$ cat config.mk
export PLATFORM = sky130hd
export DESIGN_NAME = dram_page_host
export DESIGN_NICKNAME = d
export VERILOG_FILES = /design/src/verilog/dram_host_pkg.sv /design/src/verilog/dram_page_host.sv /design/src/verilog/refresh_pacer.sv /design/src/verilog/speed_grade_select.sv
export SDC_FILE = /design/constraint.sdc
export NUM_CORES = 1
export LEC_CHECK = 0
export BUFFER_PORTS_ARGS = -buffer_cell sky130_fd_sc_hd__clkbuf_2
export CORE_UTILIZATION = 58
export CTS_CLUSTER_DIAMETER = 200
export CTS_CLUSTER_SIZE = 14
export DETAILED_ROUTE_END_ITERATION = 12
export PLACE_DENSITY = 0.93
export SLEW_MARGIN = 20
export SYNTH_ARGS = -nofsm -noshare
export SYNTH_HDL_FRONTEND = slang
export SYNTH_SLANG_ARGS = --single-unit
$ cat constraint.sdc
create_clock -name clk -period 9.1 [get_ports clk]
set_clock_uncertainty 0.1 [all_clocks]
set_input_delay 0.91 -clock clk [delete_from_list [all_inputs] [get_ports clk]]
set_output_delay 0.91 -clock clk [all_outputs]
set_load 0.01 [all_outputs]
$ cat src/verilog/dram_host_pkg.sv
// Shared constants, timing figures and state codes for the DRAM host
`default_nettype none
package dram_host_pkg;
  localparam int CLK_NS = 20;       // 50 MHz system clock
  localparam int CNT_W = 10;        // Width of every cycle counter
  localparam int ROW_W = 10;        // Row address bits
  localparam int COL_W = 10;        // Column address bits
  localparam int ADDR_W = 21;       // 2,097,152 words
  localparam int DATA_W = 32;       // Word width
  localparam int STROBE_W = 4;      // Four row and four column strobes
  localparam int COL_LSB = 0;       // Word address: column field
  localparam int ROW_LSB = 10;      // Word address: row field
  localparam int BANK_BIT = 20;     // Word address: bank select
  // Active-low strobe patterns
  localparam logic [3:0] STROBE_IDLE = 4'hF;
  localparam logic [3:0] STROBE_ALL = 4'h0;
  localparam logic [3:0] BANK0_STROBE = 4'hC;
  localparam logic [3:0] BANK1_STROBE = 4'h3;
  // Times in ns, fast grade then slow grade where the two grades differ
  localparam int T_RC_F_NS = 104;
  localparam int T_RC_S_NS = 124;
  localparam int T_RP_F_NS = 40;
  localparam int T_RP_S_NS = 50;
  localparam int T_RAS_F_NS = 60;
  localparam int T_RAS_S_NS = 70;
  localparam int T_RAS_MAX_NS = 10000;
  localparam int T_RCD_NS = 14;
  localparam int T_RAC_F_NS = 60;
  localparam int T_RAC_S_NS = 70;
  localparam int T_CAC_F_NS = 15;
  localparam int T_CAC_S_NS = 18;
  localparam int T_AA_F_NS = 30;
  localparam int T_AA_S_NS = 35;
  localparam int T_LEAD_F_NS = 30;  // Column address lead to row rise
  localparam int T_LEAD_S_NS = 35;
  localparam int T_CSH_F_NS = 40;
  localparam int T_CSH_S_NS = 50;
  localparam int T_RHCP_F_NS = 35;
  localparam int T_RHCP_S_NS = 40;
  localparam int T_HPC_F_NS = 25;
  localparam int T_HPC_S_NS = 30;
  localparam int T_REF_NS = 16000000; // 16 ms window
  localparam int REF_ROWS = 1024;
  // Least time rounded up to whole cycles, never below one
  function automatic int cyc_up(input int ns);
    return ((ns + CLK_NS - 1) / CLK_NS < 1) ? 1 : (ns + CLK_NS - 1) / CLK_NS;
  endfunction
  // Longest time rounded down, never below one
  function automatic int cyc_dn(input int ns);
    return (ns / CLK_NS < 1) ? 1 : ns / CLK_NS;
  endfunction
  function automatic int max3(input int a, input int b, input int c);
    return (a > b) ? ((a > c) ? a : c) : ((b > c) ? b : c);
  endfunction
  localparam logic [CNT_W-1:0] CNT_ONE = CNT_W'(1);
  localparam logic [CNT_W-1:0] RCD_CYC = CNT_W'(cyc_up(T_RCD_NS));
  localparam logic [CNT_W-1:0] RAS_MAX_CYC = CNT_W'(cyc_dn(T_RAS_MAX_NS));
  localparam logic [CNT_W-1:0] PAGE_GUARD_CYC = CNT_W'(16);
  localparam logic [CNT_W-1:0] PAGE_LIMIT_CYC = RAS_MAX_CYC - PAGE_GUARD_CYC;
  localparam logic [CNT_W-1:0] HPC_CYC = CNT_W'(cyc_up(T_HPC_S_NS));
  localparam logic [CNT_W-1:0] STRAP_SETTLE_CYC = CNT_W'(4);
  localparam logic [CNT_W-1:0] REF_DEADLINE_CYC =
    CNT_W'(cyc_dn(T_REF_NS / REF_ROWS));
  localparam logic [CNT_W-1:0] REF_MARGIN_CYC = CNT_W'(32);
  localparam logic [CNT_W-1:0] REF_SPACING_CYC =
    REF_DEADLINE_CYC - REF_MARGIN_CYC;
  // Controller states, one-hot
  typedef enum logic [7:0] {
    ST_INIT = 8'h01,
    ST_IDLE = 8'h02,
    ST_ROW = 8'h04,
    ST_COL = 8'h08,
    ST_PAGE = 8'h10,
    ST_PRECH = 8'h20,
    ST_REF_COL = 8'h40,
    ST_REF_ROW = 8'h80
  } state_t;
endpackage
`default_nettype wire

$ cat src/verilog/dram_page_host.sv
// Host controller for a 2M x 32 hyper page DRAM module
// Functional notes
// 21-bit word address: bank, row, column
// Four row, four column strobes, shared bus
// Refresh every row within sixteen milliseconds
// Honour cycle time, row low/high widths
// Row-to-column strobe and address minimum delays
// Late column timing only moves data validity
// Data valid at latest of three paths
// Grade access limits fix the sample point
// Column strobe high before row strobe falls
// Column address leads row strobe rise
// Read: write enable high by column fall
// Read: write enable high until strobes rise
// Page accesses spaced by page cycle time
// Third speed pin grounded means slow
// Write enable before column fall: early write
// Module holds page data after column fall
// Module accepts three refresh forms
// Read speed pins before any access
`timescale 1ns/1ps
`default_nettype none
module dram_page_host (
  input wire logic clk,
  input wire logic rst_b,
  input wire logic req_valid,
  output logic req_ready,
  input wire logic req_write,
  input wire logic [dram_host_pkg::ADDR_W-1:0] req_addr,
  input wire logic [dram_host_pkg::DATA_W-1:0] req_wdata,
  output logic resp_valid,
  output logic [dram_host_pkg::DATA_W-1:0] resp_rdata,
  output logic grade_ready,
  output logic grade_slow,
  output logic grade_unknown,
  output logic [dram_host_pkg::STROBE_W-1:0] row_strobe_n,
  output logic [dram_host_pkg::STROBE_W-1:0] column_strobe_n,
  output logic [dram_host_pkg::ROW_W-1:0] mux_address,
  output logic write_enable_n,
  output logic [dram_host_pkg::DATA_W-1:0] data_bus_out,
  output logic data_bus_oe,
  input wire logic [dram_host_pkg::DATA_W-1:0] data_bus_in,
  input wire logic speed_id_pin0,
  input wire logic speed_id_pin1,
  input wire logic speed_id_pin2,
  input wire logic speed_id_pin3
);
  import dram_host_pkg::*;

  logic rst_meta;          // First reset stage, read only by the second
  logic sys_rst_b;         // Synchronised reset used everywhere else
  state_t state, next_state;
  logic [STROBE_W-1:0] next_row_n, next_col_n;
  logic [ROW_W-1:0] next_addr;
  logic next_we_n, next_oe, next_rvalid;
  logic [DATA_W-1:0] next_dout, next_rdata;
  logic ref_done, next_ref_done; // One-cycle pulse when a refresh starts
  logic refresh_due;
  logic open_bank, next_bank; // Bank of the open row
  logic [ROW_W-1:0] open_row, next_row;
  logic [COL_W-1:0] open_col, next_col;
  logic cur_write, next_write; // Access in flight is a write
  logic [CNT_W-1:0] ras_cnt, next_ras_cnt; // Cycles since row strobe fell
  logic [CNT_W-1:0] col_cnt, next_col_cnt; // Cycles since column fell
  logic [CNT_W-1:0] pre_cnt, next_pre_cnt; // Cycles since row strobe rose
  logic [CNT_W-1:0] tras_cyc, trp_cyc, trc_cyc;
  logic [CNT_W-1:0] rac_cyc, lead_cyc, colacc_cyc;
  logic page_match; // Request falls in the open row
  logic take, close_wanted; // Handshake now; open row must close

  function automatic logic [CNT_W-1:0] sat_inc(input logic [CNT_W-1:0] v);
    return (&v) ? v : v + CNT_ONE;
  endfunction

  // Reset: asserted at once, released through two flops
  always_ff @(posedge clk or negedge rst_b) begin
    if (!rst_b) begin
      rst_meta <= 1'b0;
      sys_rst_b <= 1'b0;
    end else begin
      rst_meta <= 1'b1;
      sys_rst_b <= rst_meta;
    end
  end

  // Grade pins are read once after reset
  speed_grade_select u_grade (
    .clk(clk),
    .sys_rst_b(sys_rst_b),
    .speed_id_pin0(speed_id_pin0),
    .speed_id_pin1(speed_id_pin1),
    .speed_id_pin2(speed_id_pin2),
    .speed_id_pin3(speed_id_pin3),
    .grade_ready(grade_ready),
    .grade_slow(grade_slow),
    .grade_unknown(grade_unknown),
    .tras_cyc(tras_cyc),
    .trp_cyc(trp_cyc),
    .trc_cyc(trc_cyc),
    .rac_cyc(rac_cyc),
    .lead_cyc(lead_cyc),
    .colacc_cyc(colacc_cyc)
  );

  // Refresh request source
  refresh_pacer u_refresh (
    .clk(clk),
    .sys_rst_b(sys_rst_b),
    .refresh_done(ref_done),
    .refresh_due(refresh_due)
  );

  // Page hit needs same bank and row, with room left in the row window
  assign page_match = (state == ST_PAGE) &&
    (req_addr[BANK_BIT] == open_bank) &&
    (req_addr[ROW_LSB +: ROW_W] == open_row) &&
    (ras_cnt < PAGE_LIMIT_CYC);
  // No access before the grade is known (see)
  assign req_ready = grade_ready && !refresh_due &&
    ((state == ST_IDLE) || page_match);
  assign take = req_valid && req_ready;
  assign close_wanted = refresh_due || (req_valid && !page_match) ||
    (ras_cnt >= PAGE_LIMIT_CYC);

  // Next-state and pin values
  always_comb begin
    next_state = state;
    next_row_n = row_strobe_n;
    next_col_n = column_strobe_n;
    next_addr = mux_address;
    next_we_n = write_enable_n;
    next_dout = data_bus_out;
    next_oe = data_bus_oe;
    next_rdata = resp_rdata;
    next_rvalid = 1'b0;
    next_ref_done = 1'b0;
    next_bank = open_bank;
    next_row = open_row;
    next_col = open_col;
    next_write = cur_write;
    next_ras_cnt = sat_inc(ras_cnt);
    next_col_cnt = sat_inc(col_cnt);
    next_pre_cnt = sat_inc(pre_cnt);
    case (state)
      ST_INIT: begin
        if (grade_ready) begin
          next_state = ST_IDLE;
        end
      end
      ST_IDLE: begin
        if (refresh_due && grade_ready) begin
          // Column strobes first: column-before-row refresh (see)
          next_col_n = STROBE_ALL;
          next_state = ST_REF_COL;
        end else if (take) begin
          // Bank picks the strobe pair, row goes out now (see)
          next_row_n = req_addr[BANK_BIT] ? BANK1_STROBE : BANK0_STROBE;
          next_addr = req_addr[ROW_LSB +: ROW_W];
          next_ras_cnt = CNT_ONE;
          next_state = ST_ROW;
        end
      end
      ST_ROW: begin
        // Column strobe and address wait one cycle (see)
        if (ras_cnt >= RCD_CYC) begin
          next_addr = open_col;
          next_col_n = STROBE_ALL;
          next_col_cnt = CNT_ONE;
          next_state = ST_COL;
        end
      end
      ST_COL: begin
        // Sample at the latest access path (see)
        if (col_cnt >= colacc_cyc && ras_cnt >= rac_cyc) begin
          next_col_n = STROBE_IDLE;
          next_we_n = 1'b1;
          next_oe = 1'b0;
          next_rvalid = 1'b1;
          if (!cur_write) begin
            next_rdata = data_bus_in;
          end
          next_state = ST_PAGE;
        end
      end
      ST_PAGE: begin
        if (take) begin
          // Row stays open; column precharge spans this cycle and the ST_ROW cycle (see)
          next_state = ST_ROW;
        end else if (close_wanted && ras_cnt >= tras_cyc &&
                     col_cnt >= lead_cyc) begin
          // Row width and column lead met (see)
          next_row_n = STROBE_IDLE;
          next_pre_cnt = CNT_ONE;
          next_state = ST_PRECH;
        end
      end
      ST_PRECH: begin
        // Precharge and whole cycle time (see)
        if (pre_cnt >= trp_cyc && ras_cnt >= trc_cyc) begin
          next_state = ST_IDLE;
        end
      end
      ST_REF_COL: begin
        next_row_n = STROBE_ALL;
        next_ras_cnt = CNT_ONE;
        next_ref_done = 1'b1;
        next_state = ST_REF_ROW;
      end
      ST_REF_ROW: begin
        if (ras_cnt >= tras_cyc) begin
          next_row_n = STROBE_IDLE;
          next_col_n = STROBE_IDLE;
          next_pre_cnt = CNT_ONE;
          next_state = ST_PRECH;
        end
      end
      default: begin
        next_row_n = STROBE_IDLE;
        next_col_n = STROBE_IDLE;
        next_state = ST_INIT;
      end
    endcase
    // Latch the accepted request; write enable and data lead the
    // column strobe by a cycle, so every write is early (see)
    if (take) begin
      next_bank = req_addr[BANK_BIT];
      next_row = req_addr[ROW_LSB +: ROW_W];
      next_col = req_addr[COL_LSB +: COL_W];
      next_write = req_write;
      next_we_n = !req_write;  // Reads keep it high (see)
      next_dout = req_wdata;
      next_oe = req_write;
    end
  end

  // State and pin registers
  always_ff @(posedge clk or negedge sys_rst_b) begin
    if (!sys_rst_b) begin
      state <= ST_INIT;
      row_strobe_n <= STROBE_IDLE;
      column_strobe_n <= STROBE_IDLE;
      mux_address <= '0;
      write_enable_n <= 1'b1;
      data_bus_out <= '0;
      data_bus_oe <= 1'b0;
      resp_rdata <= '0;
      resp_valid <= 1'b0;
      ref_done <= 1'b0;
      open_bank <= 1'b0;
      open_row <= '0;
      open_col <= '0;
      cur_write <= 1'b0;
      ras_cnt <= '1;
      col_cnt <= '1;
      pre_cnt <= '1;
    end else begin
      state <= next_state;
      row_strobe_n <= next_row_n;
      column_strobe_n <= next_col_n;
      mux_address <= next_addr;
      write_enable_n <= next_we_n;
      data_bus_out <= next_dout;
      data_bus_oe <= next_oe;
      resp_rdata <= next_rdata;
      resp_valid <= next_rvalid;
      ref_done <= next_ref_done;
      open_bank <= next_bank;
      open_row <= next_row;
      open_col <= next_col;
      cur_write <= next_write;
      ras_cnt <= next_ras_cnt;
      col_cnt <= next_col_cnt;
      pre_cnt <= next_pre_cnt;
    end
  end

  // Pin-level width counters for the checks below
  logic row_high, row_high_d, col_high_d;
  logic [CNT_W-1:0] low_len, high_len, fall_gap, col_gap;
  assign row_high = &row_strobe_n;
  always_ff @(posedge clk or negedge sys_rst_b) begin
    if (!sys_rst_b) begin
      row_high_d <= 1'b1;
      col_high_d <= 1'b1;
      low_len <= '0;
      high_len <= '1;
      fall_gap <= '1;
      col_gap <= '1;
    end else begin
      row_high_d <= row_high;
      col_high_d <= &column_strobe_n;
      low_len <= row_high ? '0 : sat_inc(low_len);
      high_len <= row_high ? sat_inc(high_len) : '0;
      fall_gap <= (row_high_d && !row_high) ? CNT_ONE : sat_inc(fall_gap);
      col_gap <= (col_high_d && !(&column_strobe_n)) ? CNT_ONE :
        sat_inc(col_gap);
    end
  end
endmodule
`default_nettype wire

$ cat src/verilog/refresh_pacer.sv
// Refresh interval timer with a sticky pending flag
`timescale 1ns/1ps
`default_nettype none
module refresh_pacer (
  input wire logic clk,
  input wire logic sys_rst_b,
  input wire logic refresh_done,
  output logic refresh_due
);
  import dram_host_pkg::*;

  logic [CNT_W-1:0] timer;      // Cycles since the last interval tick
  logic [CNT_W-1:0] next_timer;
  logic next_due;
  logic tick;
  logic [CNT_W-1:0] since_done; // Assertion helper only

  assign tick = (timer >= REF_SPACING_CYC - CNT_ONE);

  // Interval is shortened by a margin that covers closing an open page
  always_comb begin
    next_timer = tick ? '0 : timer + CNT_ONE;
    next_due = refresh_due;
    if (refresh_done) begin
      next_due = 1'b0;
    end
    // A tick in the clearing cycle wins (see)
    if (tick) begin
      next_due = 1'b1;
    end
  end

  always_ff @(posedge clk or negedge sys_rst_b) begin
    if (!sys_rst_b) begin
      timer <= '0;
      refresh_due <= 1'b0;
      since_done <= '0;
    end else begin
      timer <= next_timer;
      refresh_due <= next_due;
      since_done <= refresh_done ? '0 : since_done + CNT_ONE;
    end
  end
endmodule
`default_nettype wire

$ cat src/verilog/speed_grade_select.sv
// Start-up reader of the speed-grade pins and per-grade cycle counts
`timescale 1ns/1ps
`default_nettype none
module speed_grade_select (
  input wire logic clk,
  input wire logic sys_rst_b,
  input wire logic speed_id_pin0,
  input wire logic speed_id_pin1,
  input wire logic speed_id_pin2,
  input wire logic speed_id_pin3,
  output logic grade_ready,
  output logic grade_slow,
  output logic grade_unknown,
  output logic [dram_host_pkg::CNT_W-1:0] tras_cyc,
  output logic [dram_host_pkg::CNT_W-1:0] trp_cyc,
  output logic [dram_host_pkg::CNT_W-1:0] trc_cyc,
  output logic [dram_host_pkg::CNT_W-1:0] rac_cyc,
  output logic [dram_host_pkg::CNT_W-1:0] lead_cyc,
  output logic [dram_host_pkg::CNT_W-1:0] colacc_cyc
);
  import dram_host_pkg::*;

  logic [CNT_W-1:0] settle;   // Cycles since reset release, stops at STRAP_SETTLE_CYC
  logic [CNT_W-1:0] next_settle;
  logic next_ready;
  logic next_slow;
  logic next_unknown;
  logic odd_id;               // Any pin other than the third is grounded

  assign odd_id = !(speed_id_pin0 && speed_id_pin1 && speed_id_pin3);

  // Wait for the pins to settle, then take one sample and hold it
  always_comb begin
    next_settle = settle;
    next_ready = grade_ready;
    next_slow = grade_slow;
    next_unknown = grade_unknown;
    if (!grade_ready) begin
      if (settle >= STRAP_SETTLE_CYC) begin
        next_ready = 1'b1;
        // Grounded third pin marks the slow grade (see)
        // An unknown code falls back to the slow, safe timing
        next_slow = !speed_id_pin2 || odd_id;
        next_unknown = odd_id;
      end else begin
        next_settle = settle + CNT_ONE;
      end
    end
  end

  // Sample registers; counts only change together with the grade
  always_ff @(posedge clk or negedge sys_rst_b) begin
    if (!sys_rst_b) begin
      settle <= '0;
      grade_ready <= 1'b0;
      grade_slow <= 1'b1;
      grade_unknown <= 1'b0;
    end else begin
      settle <= next_settle;
      grade_ready <= next_ready;
      grade_slow <= next_slow;
      grade_unknown <= next_unknown;
    end
  end

  // Per-grade counts follow the held grade (see)
  always_comb begin
    tras_cyc = CNT_W'(cyc_up(grade_slow ? T_RAS_S_NS : T_RAS_F_NS));
    trp_cyc = CNT_W'(cyc_up(grade_slow ? T_RP_S_NS : T_RP_F_NS));
    trc_cyc = CNT_W'(cyc_up(grade_slow ? T_RC_S_NS : T_RC_F_NS));
    rac_cyc = CNT_W'(cyc_up(grade_slow ? T_RAC_S_NS : T_RAC_F_NS));
    colacc_cyc = grade_slow ?
      CNT_W'(max3(cyc_up(T_CAC_S_NS), cyc_up(T_AA_S_NS), cyc_up(T_HPC_S_NS))) :
      CNT_W'(max3(cyc_up(T_CAC_F_NS), cyc_up(T_AA_F_NS), cyc_up(T_HPC_F_NS)));
    lead_cyc = grade_slow ?
      CNT_W'(max3(cyc_up(T_LEAD_S_NS), cyc_up(T_CSH_S_NS),
                  cyc_up(T_HPC_S_NS) + cyc_up(T_RHCP_S_NS))) :
      CNT_W'(max3(cyc_up(T_LEAD_F_NS), cyc_up(T_CSH_F_NS),
                  cyc_up(T_HPC_F_NS) + cyc_up(T_RHCP_F_NS)));
  end
endmodule
`default_nettype wire
## Word-level counts from Yosys, hierarchy flattened

Index checks and enable logic that the tools add are counted.

- Flip-flop bits (word level): 172
- Input bits: 93
- Logic and storage cells: 176

- Mux-type cells: 57
- Eq/ne operators: 22
- Add/subtract/negate cells: 11
- Order comparisons: 13
- Bitwise logic cells: 5
- Reduce and logical (&&, ||, !) cells: 40
- Divide/modulo/power cells: 3

Operator list:

| kind | number |
|---|---|
| $mux W10 | 17 |
| $add A32 B6 Y32 const B | 3 |
| $div A32 B6 Y32 const B | 3 |
| $lt A32 B2 Y1 const B | 3 |
| $sub A32 B2 Y32 const B | 3 |
| $mux W8 | 9 |
| $pmux W8 S8 | 1 |
| $pmux W10 S2 | 3 |
| $add A10 B1 Y10 const B | 5 |
| $pmux W4 S5 | 2 |
| $mux W4 | 9 |
| $ge A10 B10 Y1 | 3 |
| $reduce_and A10 Y1 | 3 |
| $ge A10 B3 Y1 const B | 2 |
| $logic_and A1 B1 Y1 | 14 |
| $ne A2 B2 Y1 const B | 7 |
| $mux W1 | 13 |
| $eq A10 B10 Y1 | 1 |
| $ge A10 B1 Y1 const B | 1 |
| $ge A10 B10 Y1 const B | 1 |
| $ge A10 B2 Y1 const B | 1 |
| $ge A10 B9 Y1 const B | 1 |
| $lt A10 B9 Y1 const B | 1 |
| $mux W5 | 2 |
| 23 further kinds | 43 |

## Logic depth before layout (Yosys ltp)

Gate-level depths: netlist (run 1).

- Depth in word-level cells: 13
- Gate-level depth with buffers: 9
- Gate-level depth less buffers: 9

## Modules after synthesis

A second synthesis (run 1) with hierarchy kept.

- Cells, all modules: 857
- Area total of the unflattened synthesis: 9361.5 um^2

Modules (own cells, without submodules):

| module | sequential area each (um^2) | cells an instance | area an instance (um^2) | times used |
|---|---|---|---|---|
| dram_page_host | 3622.2 | 704 | 7857.5 | 1 |
| speed_grade_select | 326.6 | 98 | 948.4 | 1 |
| refresh_pacer | 275.3 | 55 | 555.5 | 1 |

## Worst setup path before layout (run 1)

OpenSTA, ideal clock, no wires.

- Path kind: input-to-output
- Start point: in req_addr[12] in the netlist's numbering
- End point: out req_ready
- Buffers on the path: 0
- Arrival: 2.088 ns
- Data required time: 8.090 ns
- Path slack: 6.002 ns
- Stages: 4
- Cells stage by stage: xnor2_1 nand4_1 or4_4 a211oi_1

- Cells in the longest elaborated chain, start to end: 5

RTL lines:

| what | line | text |
|---|---|---|
| start, declared | dram_page_host.sv:29 | `input wire logic [dram_host_pkg::ADDR_W-1:0] req_addr,` |
| $eq A10 B10 Y1 | dram_page_host.sv:116 | `(req_addr[ROW_LSB +: ROW_W] == open_row) &&` |
| $logic_and A1 B1 Y1 | dram_page_host.sv:115 | `(req_addr[BANK_BIT] == open_bank) &&` |
| $logic_and A1 B1 Y1 | dram_page_host.sv:116 |  |
| $logic_or A1 B1 Y1 | dram_page_host.sv:120 | `((state == ST_IDLE) \|\| page_match);` |
| $logic_and A1 B1 Y1 | dram_page_host.sv:119 | `assign req_ready = grade_ready && !refresh_due &&` |
| end, declared | dram_page_host.sv:27 | `output logic req_ready,` |

No other way between the ends.

## Final worst setup path (run 1)

- Start point: in req_addr[17] in the netlist's numbering
- End point: out req_ready

The elaborated chain is that of the path after synthesis.

==> results_dict.tcl, run 1 <==
set metrics [dict create \
    status "complete, no violations" \
    cts_resized 0 \
    grt_setup_unrepaired "no" \
    wirelength_um 20330 \
    antenna_cells 0 \
    synth_edf_count 0 \
    cts_max_path_buffers 2 \
    placement.io_buffers 181 \
    avgViaCountPerCell 6.008 \
    grt_pass1_wl_um 32190 \
    layout-drive-gt1-share_pct 43.42 \
    drt-initial-drc-count 710 \
    grt_pass1_vias 6015 \
    htreeDepth 4 \
    cts_inserted_buffers 17 \
    synth_warnings 0 \
    worst_slew_pin_slew_ps 1016 \
    ant_nets 0 \
    cp-start-kind "input port" \
    critPathArrivalTime_ps 2610 \
    cts_tree "done" \
    fp.coreArea_um2 12620 \
    final_common_cell "clkbuf_2" \
    max_cap_viol_count 0 \
    finalCritPeriodShare_pct 39.83 \
    ioPinCount 182 \
    r2r-end "resp_rdata[18]$_DFFE_PN0P_" \
    max_freq_mhz 275.9 \
    setup-tns-final_ps 0 \
    fillers 760 \
    chipHeight_um 115.9 \
    cts.sinks 167 \
    synth_top_area_share_pct 43.59 \
    required_ps 8090 \
    layout_common_cells "clkbuf_2, dfrtp_1, mux2_2" \
    dieArea_um2 13420 \
    rows 41 \
    async_reset_ff_share_pct 100.0 \
    synth_fp_nets 733 \
    cts_root_buffer "clkbuf_16" \
    dp_hpwl_um 11880 \
    synth_top_area_cell "dfrtp_1" \
    syn_avg_cell_area_um2 12.05 \
    synth_area_leaders "dfrtp_1, mux2_2, dfstp_2, nor2_1, xnor2_1" \
    start_util_pct 59.59 \
    grt-ovfl-total 0 \
    final.min_clock_period_ps 3624 \
    cts_hold_buf 0 \
    vdd_drop_max_mv 0.2590 \
    hold_viol 0 \
    layout.nets 909 \
    gp_congestion 0.8998 \
    cts.clk_slew.worst_paths_ps 70 \
    num_vias 5918 \
    drc 0 \
    crit_type "in2out" \
    first_pass_iters 6 \
    min_path_type "reg2async" \
    rrSetupSlack_ps 5590 \
    clkLatencyLatePin_ps 440 \
    die_w_um 115.9 \
    multi_input_area_um2 3063 \
    r2r_start "u_grade.grade_slow$_DFFE_PN1P_" \
    relSlewSlack_pct 32.12 \
    area_growth_pct 21.50 \
    setup_violations 0 \
    routedWlPerCell_um 20.64 \
    ys_ff_latch 167 \
    regArea_um2 4228 \
    cts_setup_buffers 0 \
    syn_inst 624 \
    finalMaxSlewViolations 0 \
    path_max_fanout 3 \
    worstRegToRegCells 9 \
    power_density_nw_per_um2 332.1 \
    final_core_utilization_pct 72.40 \
    cp-end-kind "primary output" \
    grt_usage_pct 32.45 \
    p_leak_nw 4.461 \
    ys_seq_area_share_pct 56.17 \
    synthFlopType "dfrtp_1" \
    syn_area_um2 7520 \
    antenna_found_initial 0 \
    yosys.cell_types.count 56 \
    grt_max_degree 78 \
]
-- logic make-up (layout without fill, tap and decap cells) --
group / Yosys count / count (layout) / synth area share, %
AOI/OAI and AO/OA: 68 / 68 / 5.641
and+or+nand+nor: 184 / 184 / 12.86
buffers and inverters: 49 / 238 / 3.245
other: 1 / 1 / 0.04987
xor gates and xnor gates: 36 / 36 / 4.193
adders and majority gates: 16 / 16 / 2.662
DFF: 167 / 167 / 56.17
muxes: 103 / 103 / 15.17
-- per-layer routing --
metal | share of wire, % | vias up | global-route usage (%)
li1 | - | 2529 | -
met1 | 37 | 2901 | 39.56
met5 | 0 | - | 0
met4 | 5.1 | 0 | 16.84
met2 | 50 | 388 | 53.77
met3 | 7.3 | 100 | 8.054
-- layout make-up --
class | count | share of cell area, %
clock buffer | 19 | 4.958
clock inverter | 13 | 1.739
inverter | 20 | 0.8217
multi-input combinational | 408 | 33.53
sequential | 167 | 46.27
tap | 172 | 2.356
timing repair buffer | 186 | 10.33
-- synthesized netlist by cell type (3+ instances only) --
| master | instances |
|---|---|
| mux2_2 | 87 |
| o21ai_0 | 24 |
| nor2_1 | 54 |
| dfstp_2 | 36 |
| clkbuf_1 | 14 |
| a211oi_1 | 4 |
| nand2_1 | 33 |
| nand3_1 | 21 |
| a21o_1 | 5 |
| inv_1 | 20 |
| nand4_1 | 12 |
| nand4b_1 | 3 |
| o21bai_1 | 3 |
| ha_1 | 16 |
| nor4_1 | 9 |
| xor2_1 | 13 |
| a21oi_1 | 15 |
| nor2b_1 | 5 |
| and3_1 | 8 |
| xnor2_1 | 23 |
| and2_1 | 3 |
| buf_4 | 14 |
| dfrtp_1 | 131 |
| nor3_1 | 12 |
| mux2i_1 | 15 |
| nand2b_1 | 7 |
-- critical path: stages --
cell,delay [ps]
clkbuf_2,120
xnor2_1,260
nand4_1,210
or4_4,610
a211oi_1,300
clkbuf_2,200
-- state kept, by name (all words and copies together) (netlist names), 2 cells and up --
signal	count
data_bus_out	32
open_col	10
pre_cnt	10
row_strobe_n	2
open_row	10
ras_cnt	10
mux_address	10
col_cnt	10
u_refresh.timer	10
state	8
resp_rdata	32
u_grade.settle	10
-- worst max-delay path by stage --
stage          slack (ps)  depth (start not counted)                            from                           end
4_1_cts              5500                          6                    req_addr[17]                     req_ready
3_3_place_gp         5690                          7                    req_addr[18]  data_bus_out[22]$_DFFE_PN0P_
6_report             5480                          6                    req_addr[17]                     req_ready
2_1_floorplan        4070                          0             sys_rst_b$_DFF_PN0_         cur_write$_DFFE_PN0P_
3_5_place_dp         5610                          7                    req_addr[14]  data_bus_out[22]$_DFFE_PN0P_
5_1_grt              5420                          9  u_grade.grade_slow$_DFFE_PN1P_    resp_rdata[18]$_DFFE_PN0P_
-- power by group --
| group | total [W] | internal [W] | switching [W] |
|---|---|---|---|
| clock network | 0.000753 | 0.000427 | 0.000326 |
| registers | 0.00131 | 0.00107 | 0.000246 |
| logic | 0.000968 | 0.000448 | 0.000519 |
| total | 0.00303 | 0.00194 | 0.00109 |
-- stage by stage --
stage / power (W) / area [um2] / hold WS [ps] / std cells / setup WS (ps)
2_1_floorplan: 0.001859 / 7520 / 231.2 / 624 / 4065
3_3_place_gp: 0.002130 / 8521 / 71.21 / 953 / 5689
3_5_place_dp: 0.002197 / 8521 / 73.56 / 953 / 5610
4_1_cts: 0.003015 / 9133 / 78.79 / 985 / 5499
5_1_grt: 0.003166 / 9136 / 94.67 / 985 / 5415
6_report: 0.003034 / 9136 / 73.73 / 985 / 5476
Power figures use the tool's default switching activity.
==> run 2: changes to the inputs <==
--- a/config.mk
+++ b/config.mk
@@ -6,11 +6,11 @@
 export NUM_CORES = 1
 export LEC_CHECK = 0
 export BUFFER_PORTS_ARGS = -buffer_cell sky130_fd_sc_hd__clkbuf_2
-export CORE_UTILIZATION = 58
+export CORE_UTILIZATION = 54
 export CTS_CLUSTER_DIAMETER = 200
 export CTS_CLUSTER_SIZE = 14
 export DETAILED_ROUTE_END_ITERATION = 12
-export PLACE_DENSITY = 0.93
+export PLACE_DENSITY = 0.87
 export SLEW_MARGIN = 20
 export SYNTH_ARGS = -nofsm -noshare
 export SYNTH_HDL_FRONTEND = slang
==> constraint.sdc (replaced) <==
create_clock -name clk -period 3.4 [get_ports clk]
set_clock_uncertainty 0.1 [all_clocks]
set_input_delay 0.34 -clock clk [delete_from_list [all_inputs] [get_ports clk]]
set_output_delay 0.34 -clock clk [all_outputs]
set_load 0.01 [all_outputs]
==> run 2 against run 1 <==
First-iteration DRC count shrank 49%; critical path depth grew 3; clock power grew to 2.7 times the previous value; core utilization shrank 3.6 points; via count shrank 5.9%; cell area grew 0.96%; non-clock buffer count grew 6; sequential share of layout area shrank 0.44 points; critical endpoint is now resp_rdata[30]$_DFFE_PN0P_.
==> results_dict.tcl, run 2 (synthesis gave the netlist of run 1 again) <==
set metrics [dict create \
    slowest_delay_ps 560 \
    area_growth_pct 22.66 \
    critPathArrivalTime_ps 3080 \
    drt-initial-drc-count 365 \
    dp_hpwl_um 11750 \
    relSlewSlack_pct 44.78 \
    layout.nets 915 \
    cp-start-kind "flip-flop" \
    layout-drive-gt1-share_pct 43.22 \
    p_clk_share_pct 25.3 \
    finalCritPeriodShare_pct 84.47 \
    grt_pass1_wl_um 29300 \
    grt_setup_unrepaired "no" \
    path_cells "inv_1 -> ha_1 -> nor2_1 -> a21oi_1 -> nor3_1 -> or3_1 -> nor2_2 -> buf_4 -> mux2_2" \
    whs_path_depth 2 \
    chipHeight_um 120.0 \
    num_vias 5568 \
    grt-ovfl-total 0 \
    worstSetupStartpoint "ras_cnt[0]$_DFF_PN1_" \
    hold_end "resp_rdata[7]$_DFFE_PN0P_" \
    die_w_um 120.0 \
    cp-end-kind "flip-flop" \
    status "complete, no violations" \
    cts_max_path_buffers 2 \
    gp_congestion 0.8944 \
    required_ps 3610 \
    dieArea_um2 14400 \
    max_cap_viol_count 0 \
    avgViaCountPerCell 5.596 \
    antenna_cells 0 \
    place_area_um2 8581 \
    final.min_clock_period_ps 2872 \
    pwr-share-seq_pct 43.3 \
    path_max_fanout 32 \
    vdd_drop_max_mv 0.6315 \
    grt_usage_pct 26.52 \
    power_density_nw_per_um2 866.2 \
    final_common_cell "clkbuf_2" \
    p_leak_nw 4.499 \
    finalMaxSlewViolations 0 \
    max_freq_mhz 348.2 \
    reg_top3 "data_bus_out: 32 flops, resp_rdata: 32 flops" \
    placement.io_buffers 181 \
    p_sw_w 0.002705 \
    start_util_pct 56.12 \
    crit_type "reg2reg" \
    grt_max_degree 69 \
    fp.coreArea_um2 13400 \
    fin_area_um2 9224 \
    rrSetupSlack_ps 530 \
    routedWlPerCell_um 17.92 \
    r2r-end "resp_rdata[30]$_DFFE_PN0P_" \
    setup_violations 0 \
    cts_setup_buffers 0 \
    antenna_found_initial 0 \
    htreeDepth 4 \
    cts.sinks 167 \
    setup-tns-final_ps 0 \
    ioPinCount 182 \
    ant_nets 0 \
    layout_common_cells "clkbuf_2, dfrtp_1, mux2_2" \
    internal_power_w 0.005285 \
    first_pass_iters 5 \
    hold_viol 0 \
    min_path_type "in2reg" \
    wirelength_um 17830 \
    drc 0 \
    hold_start "data_bus_in[7]" \
    rows 42 \
    r2r_start "ras_cnt[0]$_DFF_PN1_" \
    clkLatencyLatePin_ps 430 \
    cts_tree "done" \
    grt_pass1_vias 5933 \
    power_frac_comb_pct 31.4 \
    cts_inserted_buffers 17 \
    worstRegToRegCells 9 \
    cts_root_buffer "clkbuf_16" \
    cts.clk_slew.worst_paths_ps 60 \
    sw_frac_of_total_pct 33.86 \
    worst_slew_pin_slew_ps 828.3 \
    crit_slowest_cell "dfstp_2" \
]
run 2: changes by cell type in the layout (fill, tap and decap cells not counted), sizes merged:
cell	change
buf	+4
clkbuf	+2
dlygate4sd3	+2
inv	-2
bufinv	+1
clkinv	-1
run 2: power by group through the flow:
stage | clock, W | sequential, W | combinational (W)
2_1_floorplan | 0 | 0.00354 | 0.00143
3_3_place_gp | 0 | 0.00340 | 0.00234
3_5_place_dp | 0 | 0.00344 | 0.00244
4_1_cts | 0.00204 | 0.00345 | 0.00251
5_1_grt | 0.00213 | 0.00356 | 0.00273
6_report | 0.00202 | 0.00346 | 0.00251
run 2: metrics by stage:
stage | util (%) | cells | setup WS [ps] | hold WS [ps] | total power (W)
2_1_floorplan | - | 624 | 572.0 | -55.59 | 0.004975
3_3_place_gp | 64.03 | 961 | 632.2 | 28.63 | 0.005734
3_5_place_dp | 64.03 | 961 | 554.2 | 30.97 | 0.005889
4_1_cts | 68.76 | 994 | 529.2 | 10.31 | 0.008009
5_1_grt | 68.83 | 995 | 355.2 | 23.28 | 0.008423
6_report | 68.83 | 995 | 527.9 | 39.29 | 0.007990
run 2: what timing repair did:
action | CTS | global route
gates resized for setup | 0 | 0
hold buffers | 1 | 1
hold endpoints to repair | 2 | 1
run 2: how the worst max path moves through the flow:
| stage | slack, ps | end | depth (start not counted) |
|---|---|---|---|
| global placement | 630 | resp_rdata[28]$_DFFE_PN0P_ | 9 |
| CTS | 530 | resp_rdata[18]$_DFFE_PN0P_ | 9 |
| detailed placement | 550 | resp_rdata[30]$_DFFE_PN0P_ | 9 |
| finish | 530 | resp_rdata[30]$_DFFE_PN0P_ | 9 |
| floorplan | 570 | cur_write$_DFFE_PN0P_ | 0 |
| global route | 360 | resp_rdata[18]$_DFFE_PN0P_ | 9 |
run 2: area by class of cell:
cell class                      instances  area [um2]
Sequential cell                       167        4228
Fill cell                             886        4177
Multi-Input combinational cell        408        3059
Timing Repair Buffer                  192        1018
Clock buffer                           21       460.4
Tap cell                              176       220.2
Clock inverter                         11       162.7
Inverter                               20       75.07
run 2: critical path, delay by kind of cell, from the launching register on:
family,cells,cell delay (ps)
buffers and inverters,2,480
adder cells (fa/ha/maj),1,310
AND/OR/NAND/NOR,4,700
AO/OA/AOI/OAI,1,180
multiplexers,1,400
flip-flops,1,560
run 2: routing by layer:
layer | track usage, % | vias up | share of wire (%)
met5 | 0 | - | 0
met4 | 11.41 | 0 | 3.1
met3 | 8.745 | 51 | 6.6
met2 | 45.33 | 238 | 52
met1 | 30.24 | 2741 | 39
li1 | - | 2538 | -
